`config.mk`:
```
export PLATFORM = sky130hd
export DESIGN_NAME = background_debug_mode_logic
export DESIGN_NICKNAME = d
export VERILOG_FILES = /design/src/rtl/bdm_pkg.sv /design/src/rtl/wire_if.sv /design/src/rtl/pin_sync.sv /design/src/rtl/low_pulse_driver.sv /design/src/rtl/background_debug_mode_logic.sv
export SDC_FILE = /design/constraint.sdc
export NUM_CORES = 1
export LEC_CHECK = 0
export BUFFER_PORTS_ARGS = -buffer_cell sky130_fd_sc_hd__clkbuf_2
export CAP_MARGIN = 10
export CORE_MARGIN = 3
export CORE_UTILIZATION = 25
export CTS_BUF_LIST = sky130_fd_sc_hd__clkbuf_4 sky130_fd_sc_hd__clkbuf_8
export CTS_CLUSTER_DIAMETER = 150
export DETAILED_ROUTE_END_ITERATION = 10
export HOLD_SLACK_MARGIN = 0.1
export PLACE_DENSITY = 0.49
export REMOVE_ABC_BUFFERS = 1
export SLEW_MARGIN = 25
export SYNTH_ARGS = -nofsm -noshare
export SYNTH_HDL_FRONTEND = slang
export SYNTH_SLANG_ARGS = --single-unit
```
`constraint.sdc`:
```
create_clock -name mclk -period 6.6 [get_ports mclk]
set_input_delay 0.99 -clock mclk [delete_from_list [all_inputs] [get_ports mclk]]
set_output_delay 0.99 -clock mclk [all_outputs]
set_load 0.02 [all_outputs]
```
`src/rtl/bdm_pkg.sv`:
```
// constants, command codes and state types of the single-wire debug logic
// assumes one clock (mclk) and a synchronous active-high reset

package bdm_pkg;

  // operating mode bit values
  localparam logic MODE_NORMAL  = 1'b1;
  localparam logic MODE_SPECIAL = 1'b0;

  // bit timing, in target clock cycles
  localparam int CNT_W         = 10;
  localparam int LEN_W         = 8;
  localparam int RX_SAMPLE_CYC = 10;
  localparam int HOST_SAMPLE_CYC = 10;
  localparam int BIT0_LOW_CYC  = 13;
  localparam int SYNC_CYC      = 128;
  localparam int SYNC_RESP_CYC = 128;
  localparam int TIMEOUT_CYC   = 512;
  localparam int ACK_DELAY_CYC = 16;
  localparam int ACK_LOW_CYC   = 16;
  localparam logic [2:0] LAST_BIT = 3'h7;

  // serial command codes
  localparam logic [7:0] CMD_ACK_ENABLE  = 8'hd5;
  localparam logic [7:0] CMD_ACK_DISABLE = 8'hd6;
  localparam logic [7:0] CMD_BACKGROUND  = 8'h90;
  localparam logic [7:0] CMD_GO          = 8'h08;
  localparam logic [7:0] CMD_STEP        = 8'h10;
  localparam logic [7:0] CMD_READ_STATUS = 8'he4;
  localparam logic [7:0] CMD_WRITE_MODE  = 8'hc4;

  // status byte and mode data byte layout
  localparam int STAT_MODE   = 0;
  localparam int STAT_ACK_EN = 1;
  localparam int STAT_STEPLP = 2;
  localparam int STAT_ACTIVE = 3;
  localparam int WMODE_BIT   = 0;

  typedef enum logic [3:0] {
    ST_IDLE, ST_RX, ST_SYNC_WAIT, ST_TX, ST_DRAIN,
    ST_ACK_WAIT, ST_ACK, ST_STEP
  } core_st_t;

  typedef struct packed {
    core_st_t           state;
    logic               rst_seen;
    logic               mode;
    logic               ack_en;
    logic               active;
    logic               fetch_vec;
    logic               periph_run;
    logic               step_lp;
    logic               step_irq;
    logic               step_req;
    logic               irq_stack;
    logic               isr_entry;
    logic               bit_open;
    logic               phase;
    logic [2:0]         nbits;
    logic [CNT_W-1:0]   cnt;
    logic [7:0]         shreg;
    logic [7:0]         cmd;
    logic               drv_go;
    logic [LEN_W-1:0]   drv_len;
  } core_state_t;

  localparam core_state_t CORE_RESET = '{state: ST_IDLE, rst_seen: 1'b1,
                                         default: '0};

endpackage

```
`src/rtl/wire_if.sv`:
```
// signals between the pin synchroniser, the pulse driver and the core
// assumes all three parts run on mclk

`timescale 1ns/1ps

interface wire_if;
  import bdm_pkg::*;
  logic             level;
  logic             fall;
  logic             rise;
  logic             drv_go;
  logic [LEN_W-1:0] drv_len;
  logic             drv_busy;
  logic             drv_out;
  logic             drv_oe;

  modport sync (output level, output fall, output rise);
  modport drv  (input drv_go, input drv_len,
                output drv_busy, output drv_out, output drv_oe);
  modport core (input level, input fall, input rise,
                input drv_busy, input drv_out, input drv_oe,
                output drv_go, output drv_len);
endinterface

```
`src/rtl/pin_sync.sv`:
```
// two-flop synchroniser and edge detector for the debug wire
// assumes the pin is asynchronous to mclk; not reset so it tracks the strap

`timescale 1ns/1ps

module pin_sync (
  // clock
  input  wire logic mclk,
  // pin level
  input  wire logic pin,
  // to core
  wire_if.sync      ifc
);
  typedef struct packed {
    logic s1;
    logic s2;
    logic s3;
  } sync_state_t;

  sync_state_t q;
  sync_state_t d;

  always_comb begin
    d    = q;
    d.s1 = pin;
    d.s2 = q.s1;
    d.s3 = q.s2;
  end

  always_ff @(posedge mclk) begin
    q <= d;
  end

  assign ifc.level = q.s2;
  assign ifc.fall  = q.s3 & ~q.s2;
  assign ifc.rise  = ~q.s3 & q.s2;
endmodule

```
`src/rtl/low_pulse_driver.sv`:
```
// drives the wire low for a given count, then high one cycle, then releases
// assumes go is a one-cycle pulse taken only while not busy

`timescale 1ns/1ps

module low_pulse_driver
  import bdm_pkg::*;
(
  // clock and reset
  input  wire logic mclk,
  input  wire logic rst,
  // core side
  wire_if.drv       ifc
);
  typedef struct packed {
    logic             busy;
    logic             out;
    logic             oe;
    logic [LEN_W-1:0] cnt;
  } drv_state_t;

  drv_state_t q;
  drv_state_t d;

  always_comb begin
    d = q;
    if (!q.busy) begin
      if (ifc.drv_go) begin
        d.busy = 1'b1;
        d.oe   = 1'b1;
        d.out  = 1'b0;
        d.cnt  = ifc.drv_len;
      end
    end else if (q.cnt > 8'h01) begin
      d.cnt = q.cnt - 8'h01;
    end else if (q.cnt == 8'h01) begin
      d.out = 1'b1;
      d.cnt = 8'h00;
    end else begin
      d.busy = 1'b0;
      d.oe   = 1'b0;
      d.out  = 1'b0;
    end
  end

  always_ff @(posedge mclk) begin
    if (rst) begin
      q <= '0;
    end else begin
      q <= d;
    end
  end

  assign ifc.drv_busy = q.busy;
  assign ifc.drv_out  = q.out;
  assign ifc.drv_oe   = q.oe;
endmodule

```
`src/rtl/background_debug_mode_logic.sv`:
```
// top of the single-wire background debugger target logic
// assumes cpu handshake inputs and sys_stop are on mclk; the wire is async

`timescale 1ns/1ps

// Contract
// - latch strap into mode bit at reset release
// - mode bit readable, only special-to-normal change
// - wire is strap input while reset held
// - special mode starts in active debug
// - normal mode boots from reset vector
// - bit starts at synchronised host falling edge
// - zero bit: low 13 cycles, then speedup high
// - step with pending interrupt only stacks
// - peripherals keep running while stepping
// - stepped stop or wait holds step open
// - in low power, all but background and step execute
// - system stop executes no command
// - low power exit enters debug at isr
// - no acknowledge for step into low power
// - acknowledge every valid command otherwise; the code sends no acknowledge for the ack disable command
// - handshake enable cleared by system stop or ack disable command
// - low over 128 cycles is sync, waits forever
// - no fall within 512 cycles discards command
module background_debug_mode_logic
  import bdm_pkg::*;
(
  // clock and reset
  input  wire logic mclk,
  input  wire logic rst,
  // debug wire pin
  input  wire logic debug_wire_pin_level,
  output wire logic debug_wire_pin_drive,
  output wire logic debug_wire_pin_enable,
  // software mode access
  input  wire logic sw_mode_wr,
  input  wire logic sw_mode_wdata,
  output wire logic mode_bit,
  // cpu handshake
  input  wire logic cpu_irq_pending,
  input  wire logic cpu_step_done,
  input  wire logic cpu_in_lowpower,
  input  wire logic sys_stop,
  output wire logic step_req,
  output wire logic irq_stack_req,
  output wire logic isr_entry,
  output wire logic active_debug,
  output wire logic fetch_vector,
  output wire logic periph_run,
  output wire logic ack_enabled
);
  wire_if ifc ();

  pin_sync u_sync (
    .mclk (mclk),
    .pin  (debug_wire_pin_level),
    .ifc  (ifc)
  );

  low_pulse_driver u_drv (
    .mclk (mclk),
    .rst  (rst),
    .ifc  (ifc)
  );

  core_state_t q;
  core_state_t d;
  logic [7:0]  rx_byte;
  logic        byte_done;
  logic        want_ack;
  logic        step_exec;
  logic        bg_exec;

  ////////////////////////////////////////////////////////////////////////////

  always_comb begin
    d            = q;
    want_ack     = 1'b0;
    byte_done    = 1'b0;
    step_exec    = 1'b0;
    bg_exec      = 1'b0;
    rx_byte      = {q.shreg[6:0], ifc.level};
    d.rst_seen   = 1'b0;
    d.drv_go     = 1'b0;
    d.step_req   = 1'b0;
    d.irq_stack  = 1'b0;
    d.isr_entry  = 1'b0;
    d.periph_run = 1'b1;
    if (q.cnt != {CNT_W{1'b1}}) begin
      d.cnt = q.cnt + 10'h001;
    end
    // strap capture on the first cycle after reset release
    if (q.rst_seen) begin
      d.mode      = ifc.level;
      d.active    = (ifc.level == MODE_SPECIAL);
      d.fetch_vec = (ifc.level == MODE_NORMAL);
    end
    if (sw_mode_wr && sw_mode_wdata == MODE_NORMAL) begin
      d.mode = MODE_NORMAL;
    end
    case (q.state)
      ST_IDLE, ST_RX: begin
        if (ifc.fall) begin
          d.state    = ST_RX;
          d.cnt      = '0;
          d.bit_open = 1'b1;
        end
        if (q.bit_open && q.cnt == CNT_W'(RX_SAMPLE_CYC - 1)) begin
          d.bit_open = 1'b0;
          d.shreg    = rx_byte;
          d.nbits    = q.nbits + 3'h1;
          byte_done  = (q.nbits == LAST_BIT);
        end
        if (!ifc.level && !ifc.fall && q.cnt == CNT_W'(SYNC_CYC)) begin
          d.state    = ST_SYNC_WAIT;
          d.bit_open = 1'b0;
          d.nbits    = 3'h0;
          d.phase    = 1'b0;
        end else if (q.state == ST_RX && !ifc.fall &&
                     q.cnt == CNT_W'(TIMEOUT_CYC - 1)) begin
          d.state = ST_IDLE;
          d.nbits = 3'h0;
          d.phase = 1'b0;
        end
        if (byte_done && !q.phase) begin
          d.cmd = rx_byte;
          case (rx_byte)
            CMD_WRITE_MODE: begin
              d.phase = 1'b1;
            end
            CMD_ACK_ENABLE: begin
              d.ack_en = 1'b1;
              want_ack = 1'b1;
            end
            CMD_ACK_DISABLE: begin
              d.ack_en = 1'b0;
              d.state  = ST_IDLE;
            end
            CMD_BACKGROUND: begin
              bg_exec = 1'b1;
              if (!cpu_in_lowpower) begin
                d.active = 1'b1;
                want_ack = 1'b1;
              end else begin
                d.state = ST_IDLE;
              end
            end
            CMD_GO: begin
              d.active = 1'b0;
              want_ack = 1'b1;
            end
            CMD_STEP: begin
              if (q.active && !cpu_in_lowpower) begin
                step_exec   = 1'b1;
                d.step_irq  = cpu_irq_pending;
                d.irq_stack = cpu_irq_pending;
                d.step_req  = !cpu_irq_pending;
                d.state     = ST_STEP;
              end else begin
                d.state = ST_IDLE;
              end
            end
            CMD_READ_STATUS: begin
              d.shreg              = 8'h00;
              d.shreg[STAT_MODE]   = q.mode;
              d.shreg[STAT_ACK_EN] = q.ack_en;
              d.shreg[STAT_STEPLP] = q.step_lp;
              d.shreg[STAT_ACTIVE] = q.active;
              want_ack             = 1'b1;
            end
            default: begin
              d.state = ST_IDLE;
            end
          endcase
        end else if (byte_done) begin
          d.phase = 1'b0;
          if (rx_byte[WMODE_BIT] == MODE_NORMAL) begin
            d.mode = MODE_NORMAL;
          end
          want_ack = 1'b1;
        end
      end
      ST_SYNC_WAIT: begin
        if (ifc.rise) begin
          d.drv_go  = 1'b1;
          d.drv_len = LEN_W'(SYNC_RESP_CYC);
          d.state   = ST_DRAIN;
        end
      end
      ST_TX: begin
        if (ifc.fall && !ifc.drv_busy) begin
          d.cnt   = '0;
          d.shreg = {q.shreg[6:0], 1'b0};
          d.nbits = q.nbits + 3'h1;
          if (!q.shreg[7]) begin
            d.drv_go  = 1'b1;
            d.drv_len = LEN_W'(BIT0_LOW_CYC);
          end
          if (q.nbits == LAST_BIT) begin
            d.state = ST_DRAIN;
          end
        end else if (q.cnt == CNT_W'(TIMEOUT_CYC - 1)) begin
          d.state = ST_IDLE;
          d.nbits = 3'h0;
        end
      end
      ST_DRAIN: begin
        if (!q.drv_go && !ifc.drv_busy) begin
          d.state = ST_IDLE;
        end
      end
      ST_ACK_WAIT: begin
        if (q.cnt == CNT_W'(ACK_DELAY_CYC - 1)) begin
          d.drv_go  = 1'b1;
          d.drv_len = LEN_W'(ACK_LOW_CYC);
          d.state   = ST_ACK;
        end
      end
      ST_ACK: begin
        if (!q.drv_go && !ifc.drv_busy) begin
          d.state = (q.cmd == CMD_READ_STATUS) ? ST_TX : ST_IDLE;
        end
      end
      ST_STEP: begin
        if (cpu_step_done) begin
          if (cpu_in_lowpower && !q.step_irq) begin
            d.step_lp = 1'b1;
            d.active  = 1'b0;
            d.state   = ST_IDLE;
          end else begin
            d.isr_entry = q.step_irq;
            d.cnt       = '0;
            d.state     = q.ack_en ? ST_ACK_WAIT : ST_IDLE;
          end
        end
      end
      default: begin
        d.state = ST_IDLE;
      end
    endcase
    if (want_ack) begin
      d.cnt   = '0;
      d.nbits = 3'h0;
      if (d.ack_en) begin
        d.state = ST_ACK_WAIT;
      end else begin
        d.state = (d.cmd == CMD_READ_STATUS) ? ST_TX : ST_IDLE;
      end
    end
    if (q.step_lp && !cpu_in_lowpower) begin
      d.step_lp   = 1'b0;
      d.active    = 1'b1;
      d.isr_entry = 1'b1;
    end
    if (sys_stop) begin
      d.state    = ST_IDLE;
      d.ack_en   = 1'b0;
      d.bit_open = 1'b0;
      d.nbits    = 3'h0;
      d.phase    = 1'b0;
    end
  end

  always_ff @(posedge mclk) begin
    if (rst) begin
      q <= CORE_RESET;
    end else begin
      q <= d;
    end
  end

  ////////////////////////////////////////////////////////////////////////////

  assign ifc.drv_go            = q.drv_go;
  assign ifc.drv_len           = q.drv_len;
  assign debug_wire_pin_drive  = ifc.drv_out;
  assign debug_wire_pin_enable = ifc.drv_oe;
  assign mode_bit              = q.mode;
  assign step_req              = q.step_req;
  assign irq_stack_req         = q.irq_stack;
  assign isr_entry             = q.isr_entry;
  assign active_debug          = q.active;
  assign fetch_vector          = q.fetch_vec;
  assign periph_run            = q.periph_run;
  assign ack_enabled           = q.ack_en;
endmodule

```
Word level (Yosys, flattened, before mapping)
Cells that the tools add are included.
- bits in registers: 69
- bits of input ports: 9
- output and inout port bits: 10
- word-level logic and storage cells: 217
- $add $sub $neg: 3
- $lt $le $gt $ge: 1
- eq/ne operators: 39
- multiplexer cells: 96
- bitwise logic cells: 8
- reductions and logical operators: 43
- operators by type and width (operator ; count):
    4-bit two-way mux ; 16
    8-bit == test (second input constant) ; 7
    51-bit two-way mux ; 1
    10-bit two-way mux ; 4
    8-bit two-way mux ; 5
    3-bit two-way mux ; 12
    9-bit two-way mux ; 4
    1-bit two-way mux ; 32
    10-bit one-hot mux with 3 select lines ; 1
    4-bit one-hot mux with 7 select lines ; 1
    9-bit one-hot mux with 3 select lines ; 1
    11-bit two-way mux ; 2
    3-bit inequality test (second input constant) ; 7
    10-bit by 4-bit == test with 1-bit output (second input constant) ; 2
    18-bit two-way mux ; 1
    4-bit by 3-bit == test with 1-bit output (second input constant) ; 4
    16-bit two-way mux ; 1
    8-bit one-hot mux with 2 select lines ; 1
    13-bit two-way mux ; 1
    1-bit logical AND ; 12
    2-bit two-way mux ; 6
    2-bit inequality test (second input constant) ; 6
    4-bit inequality test (second input constant) ; 3
    4-bit one-hot mux with 3 select lines ; 1
    31 further kinds ; 59

Logic depth before layout (Yosys ltp)
- depth in word-level cells: 12
- depth in mapped cells: 9
- gate-level depth less buffers: 8

By module
From an unflattened synthesis, not the netlist that was laid out.
- cells, all modules: 425
- area, all modules: 3637.2 µm²
- modules (own cells, without submodules) (module ; instances ; cells each ; area an instance (µm²) ; seq. area each (µm²)):
    background_debug_mode_logic ; 1 ; 339 ; 2900.3 ; 1001.0
    low_pulse_driver ; 1 ; 81 ; 661.9 ; 220.2
    pin_sync ; 1 ; 5 ; 75.1 ; 60.1

Worst setup path after synthesis
No wires, ideal clock.
- path kind: register to register
- start point: reg q[33] in the netlist's numbering
- end point: reg q[35] in the netlist's numbering
- library setup time: 0.121 ns
- arrival: 2.348 ns
- data required time: 6.479 ns
- slack: 4.131 ns
- stages on the path, launching flop included: 8
- buffers on the path: 1
- period minus slack after synthesis: 2.469 ns
- cell sequence: dfxtp_1 -> or4_1 -> buf_2 -> nor4_4 -> nand3_2 -> a31o_2 -> and3_1 -> mux2_2
- word-level cells in the longest chain between the ends: 8
- elaborated cells between the ends (all ways): 19
- those cells by class: 5 x eq/ne; 8 x mux; 6 x reduce/logical
- ends and longest elaborated chain (element ; line ; text):
    from (decl) ; background_debug_mode_logic.sv:66 ; core_state_t q;
    from (signal assigned) ; background_debug_mode_logic.sv:266 ; q <= CORE_RESET;
    from (signal assigned) ; background_debug_mode_logic.sv:268 ; q <= d;
    10-bit by 4-bit == test with 1-bit output ; background_debug_mode_logic.sv:108 ; if (q.bit_open && q.cnt == CNT_W'(RX_SAMPLE_CYC - 1)) begin
    1-bit logical AND ; background_debug_mode_logic.sv:108 ;
    1-bit two-way mux ; background_debug_mode_logic.sv:108 ;
    1-bit two-way mux ; background_debug_mode_logic.sv:101 ; case (q.state)
    1-bit two-way mux or 1-bit logical AND (tied branches) ; background_debug_mode_logic.sv:175, background_debug_mode_logic.sv:125 ;
    1-bit two-way mux ; background_debug_mode_logic.sv:125 ; if (byte_done && !q.phase) begin
    1-bit two-way mux ; background_debug_mode_logic.sv:101 ;
    3-bit OR reduction (no line) ; - ;
Several ways; a longest one is shown, not always the timed one. The select of a mux whose other input is x is not followed.
A chain may end at the register's enable or synchronous reset.

Worst setup path after layout
- start point: reg q[33] in the netlist's numbering
- end point: reg q[38] in the netlist's numbering
- word-level cells in the longest chain between the ends: 6
- elaborated cells between the ends (all ways): 14
- those cells by class: 3 x eq/ne; 7 x mux; 4 x reduce/logical
- ends and longest elaborated chain (element ; line ; text):
    10-bit by 9-bit == test with 1-bit output or 10-bit by 4-bit == test with 1-bit output (tied branches) ; background_debug_mode_logic.sv:120, background_debug_mode_logic.sv:108 ;
    1-bit logical AND (on tied branches) ; background_debug_mode_logic.sv:119, background_debug_mode_logic.sv:108 ;
    4-bit two-way mux or 1-bit two-way mux (tied branches) ; background_debug_mode_logic.sv:119, background_debug_mode_logic.sv:108 ;
    4-bit two-way mux or 1-bit two-way mux (tied branches) ; background_debug_mode_logic.sv:114, background_debug_mode_logic.sv:101 ;
    1-bit two-way mux (tied with other cells) ; background_debug_mode_logic.sv:175 ; end else if (byte_done) begin
    1-bit two-way mux * ; background_debug_mode_logic.sv:125 ;
Mark *: on every way between the ends. The rest lies on a longest branch, timed or not. The select of a mux whose other input is x is not followed.

==> reports/metrics.yaml <==
p_leak_nw: 1.39
synth-seq-cells: 64
fin_crit_sh_pct: 47.1
gr-total-overflow: 0
syn_avg_cell_area_um2: 8.12
endpoint: "q[38]$_SDFFE_PP0N_"
reg2reg_from: "q[33]$_SDFF_PP0_"
drive_above_1_share_pct: 10.8
ir_drop_mv: 0.0685
first_iter_violations: 166
end_kind: "flop"
routedWlPerCell_um: 14.3
worstSetupStartpoint: "q[33]$_SDFF_PP0_"
largest_register_ffs: 38
cts_root_buffer: "clkbuf_8"
htree_levels: 3
path_class: "flop to flop"
vias_per_cell: 4.99
grt_pass1_wl_um: 14400
hold_depth: 0
crit_arrival_ns: 3.38
power_density_nw_per_um2: 220
top_register: "q"
cap_viol_max_count: 0
worstSetupStartpointType: "flop"
critical_path_required_ns: 6.87
ys_warn_count: 0
dr.pass1.iters: 4
fin_tns_setup_ns: 0
synth_mux_area_share_pct: 3.75
fin_crit_ns: 3.11
holdCritPathClass: "flop to flop"
core_area_um2: 12300
area_growth_pct: 14.6
synth-compound-area-share_pct: 18.3
synth_area_um2: 3240
die_h_um: 120
hold_viol_final: 0
r2r_slack_ns: 3.49
cts_setup_buffers: 0
final-setup-viol-count: 0
start_util_pct: 26.3
antenna_found_initial: 0
yosysMostFrequentCell: "nor2_1"
maxSlewViolCount: 0
max_freq_mhz: 322
clkTransAtPathRegs_ns: 0.07
synth_top_family_by_area: "simple AND/OR/NAND/NOR gates"
yosys.area.top_type: "dfxtp_1"
grt_max_degree: 40
synthSimpleGateAreaFrac_pct: 29.8
n_fill_cell: 1338
clk_latency_ns: 0.35
layout.nets: 429
crit_fanout: 12
synth_area_leaders: "dfxtp_1, nor2_1, a21oi_1, mux2i_1, o21ai_0"
gp_congestion: 0.851
clock-sinks: 64
fin_worst_skew_ns: 0.0100
status: "finished clean"
post-route-drc-count: 0
maxSlewHeadroom_pct: 35.4
hold_buffers: 0
die_w_um: 120
grt_pass1_vias: 2806
rows: 40
num_vias: 2919
synthArstFlopShare_pct: 0
cts.repair.resized: 0
postRouteWirelength_um: 8390
dpl.hpwl_um: 6130
numCtsBuffers: 9
io_buffers: 18
synth_xor_area_share_pct: 1.89
reg2regPathDepth: 5
worst_slack_ns: 3.49
ys_seq_area_share_pct: 39.6
ys.flop_type: "dfxtp_1"
grtUsageTotal_pct: 12.4
pre_cts_ws_ns: 3.55
r2r-end: "q[38]$_SDFFE_PP0N_"
rsz0062_at_grt: "no"
antenna_cells: 0
synth.distinct_cells: 59
clock_path_buffers: 2
die_area_um2: 14400
netlist_instances: 399
tightest_slew_ns: 0.962
ant_nets: 0
synth_top_area_share_pct: 39.6
synthAdderAreaFrac_pct: 2.70
finish.utilization_pct: 30.2
synth_commonest_cells: "nor2_1, dfxtp_1, a21oi_1"
cts_tree: "yes"
synth_edf_count: 0
pin_count: 19
[critical path, cell delays in order, from the launching register on]
cell and delay [ns]:
dfxtp_1 0.35, or4_1 0.69, nor4_4 0.66, nand4_1 0.62
or3_1 0.51, a21boi_0 0.19
[how the worst min path moves through the flow]
stage | slack [ns] | end | start
2_1_floorplan | 0.31 | u_sync.ifc.level$_DFF_P_ | u_sync.d[1]$_DFF_P_
3_3_place_gp | 0.31 | u_sync.ifc.level$_DFF_P_ | u_sync.d[1]$_DFF_P_
3_5_place_dp | 0.32 | u_sync.ifc.level$_DFF_P_ | u_sync.d[1]$_DFF_P_
4_1_cts | 0.33 | u_sync.ifc.level$_DFF_P_ | u_sync.d[1]$_DFF_P_
5_1_grt | 0.34 | u_sync.ifc.level$_DFF_P_ | u_sync.d[1]$_DFF_P_
6_report | 0.33 | u_sync.ifc.level$_DFF_P_ | u_sync.d[1]$_DFF_P_
[routing by layer]
layer  GRT usage (%)  share of wire [%]  vias up
met5               0                  0        -
li1                -                  -     1468
met4            3.72                1.3        0
met2            18.3                 43       72
met1            17.1                 49     1370
met3            4.05                6.2        9
[power by group]
group	switching [W]	internal [W]
Clock	0.000149	0.000235
Combinational	0.0000237	0.0000128
Sequential	0.00000648	0.000391
Total	0.000179	0.000639
[cells by family after synthesis]
family / count (synthesis)
buffers and inverters: 33
other: 1
xor gates and xnor gates: 7
adders and majority gates: 7
muxes: 12
AOI/OAI and AO/OA: 91
DFF: 64
and+or+nand+nor: 184
[cell type report]
| cell class | count | area (µm²) | share of cell area (%) |
|---|---|---|---|
| Tap cell | 168 | 210 | 5.66 |
| Clock buffer | 12 | 159 | 4.28 |
| Timing Repair Buffer | 20 | 105 | 2.83 |
| Multi-Input combinational cell | 302 | 1830 | 49.4 |
| Sequential cell | 64 | 1280 | 34.5 |
| Clock inverter | 3 | 65.1 | 1.75 |
| Inverter | 16 | 60.1 | 1.62 |
[stage by stage]
step / instances / area [µm²] / total power, W / hold WS [ns]
final: 585 / 3710 / 0.000818 / 0.329
after CTS: 585 / 3710 / 0.000833 / 0.333
after detailed placement: 570 / 3490 / 0.000443 / 0.317
after global placement: 570 / 3490 / 0.000443 / 0.314
after floorplan: 382 / 3170 / 0.000424 / 0.310
after global routing: 585 / 3710 / 0.000852 / 0.336
[layout by cell type, fill, tap and decap left out, types with 7 or more instances in the layout]
master	instances
a21oi_1	27
a22o_1	7
a31oi_1	8
and3_1	9
clkbuf_2	18
clkbuf_8	11
dfxtp_1	64
ha_1	7
inv_1	16
mux2i_1	11
nand2_1	25
nand3_1	8
nor2_1	69
nor3_1	17
o21ai_0	20
No activity file was read; power rests on OpenSTA's default activity.
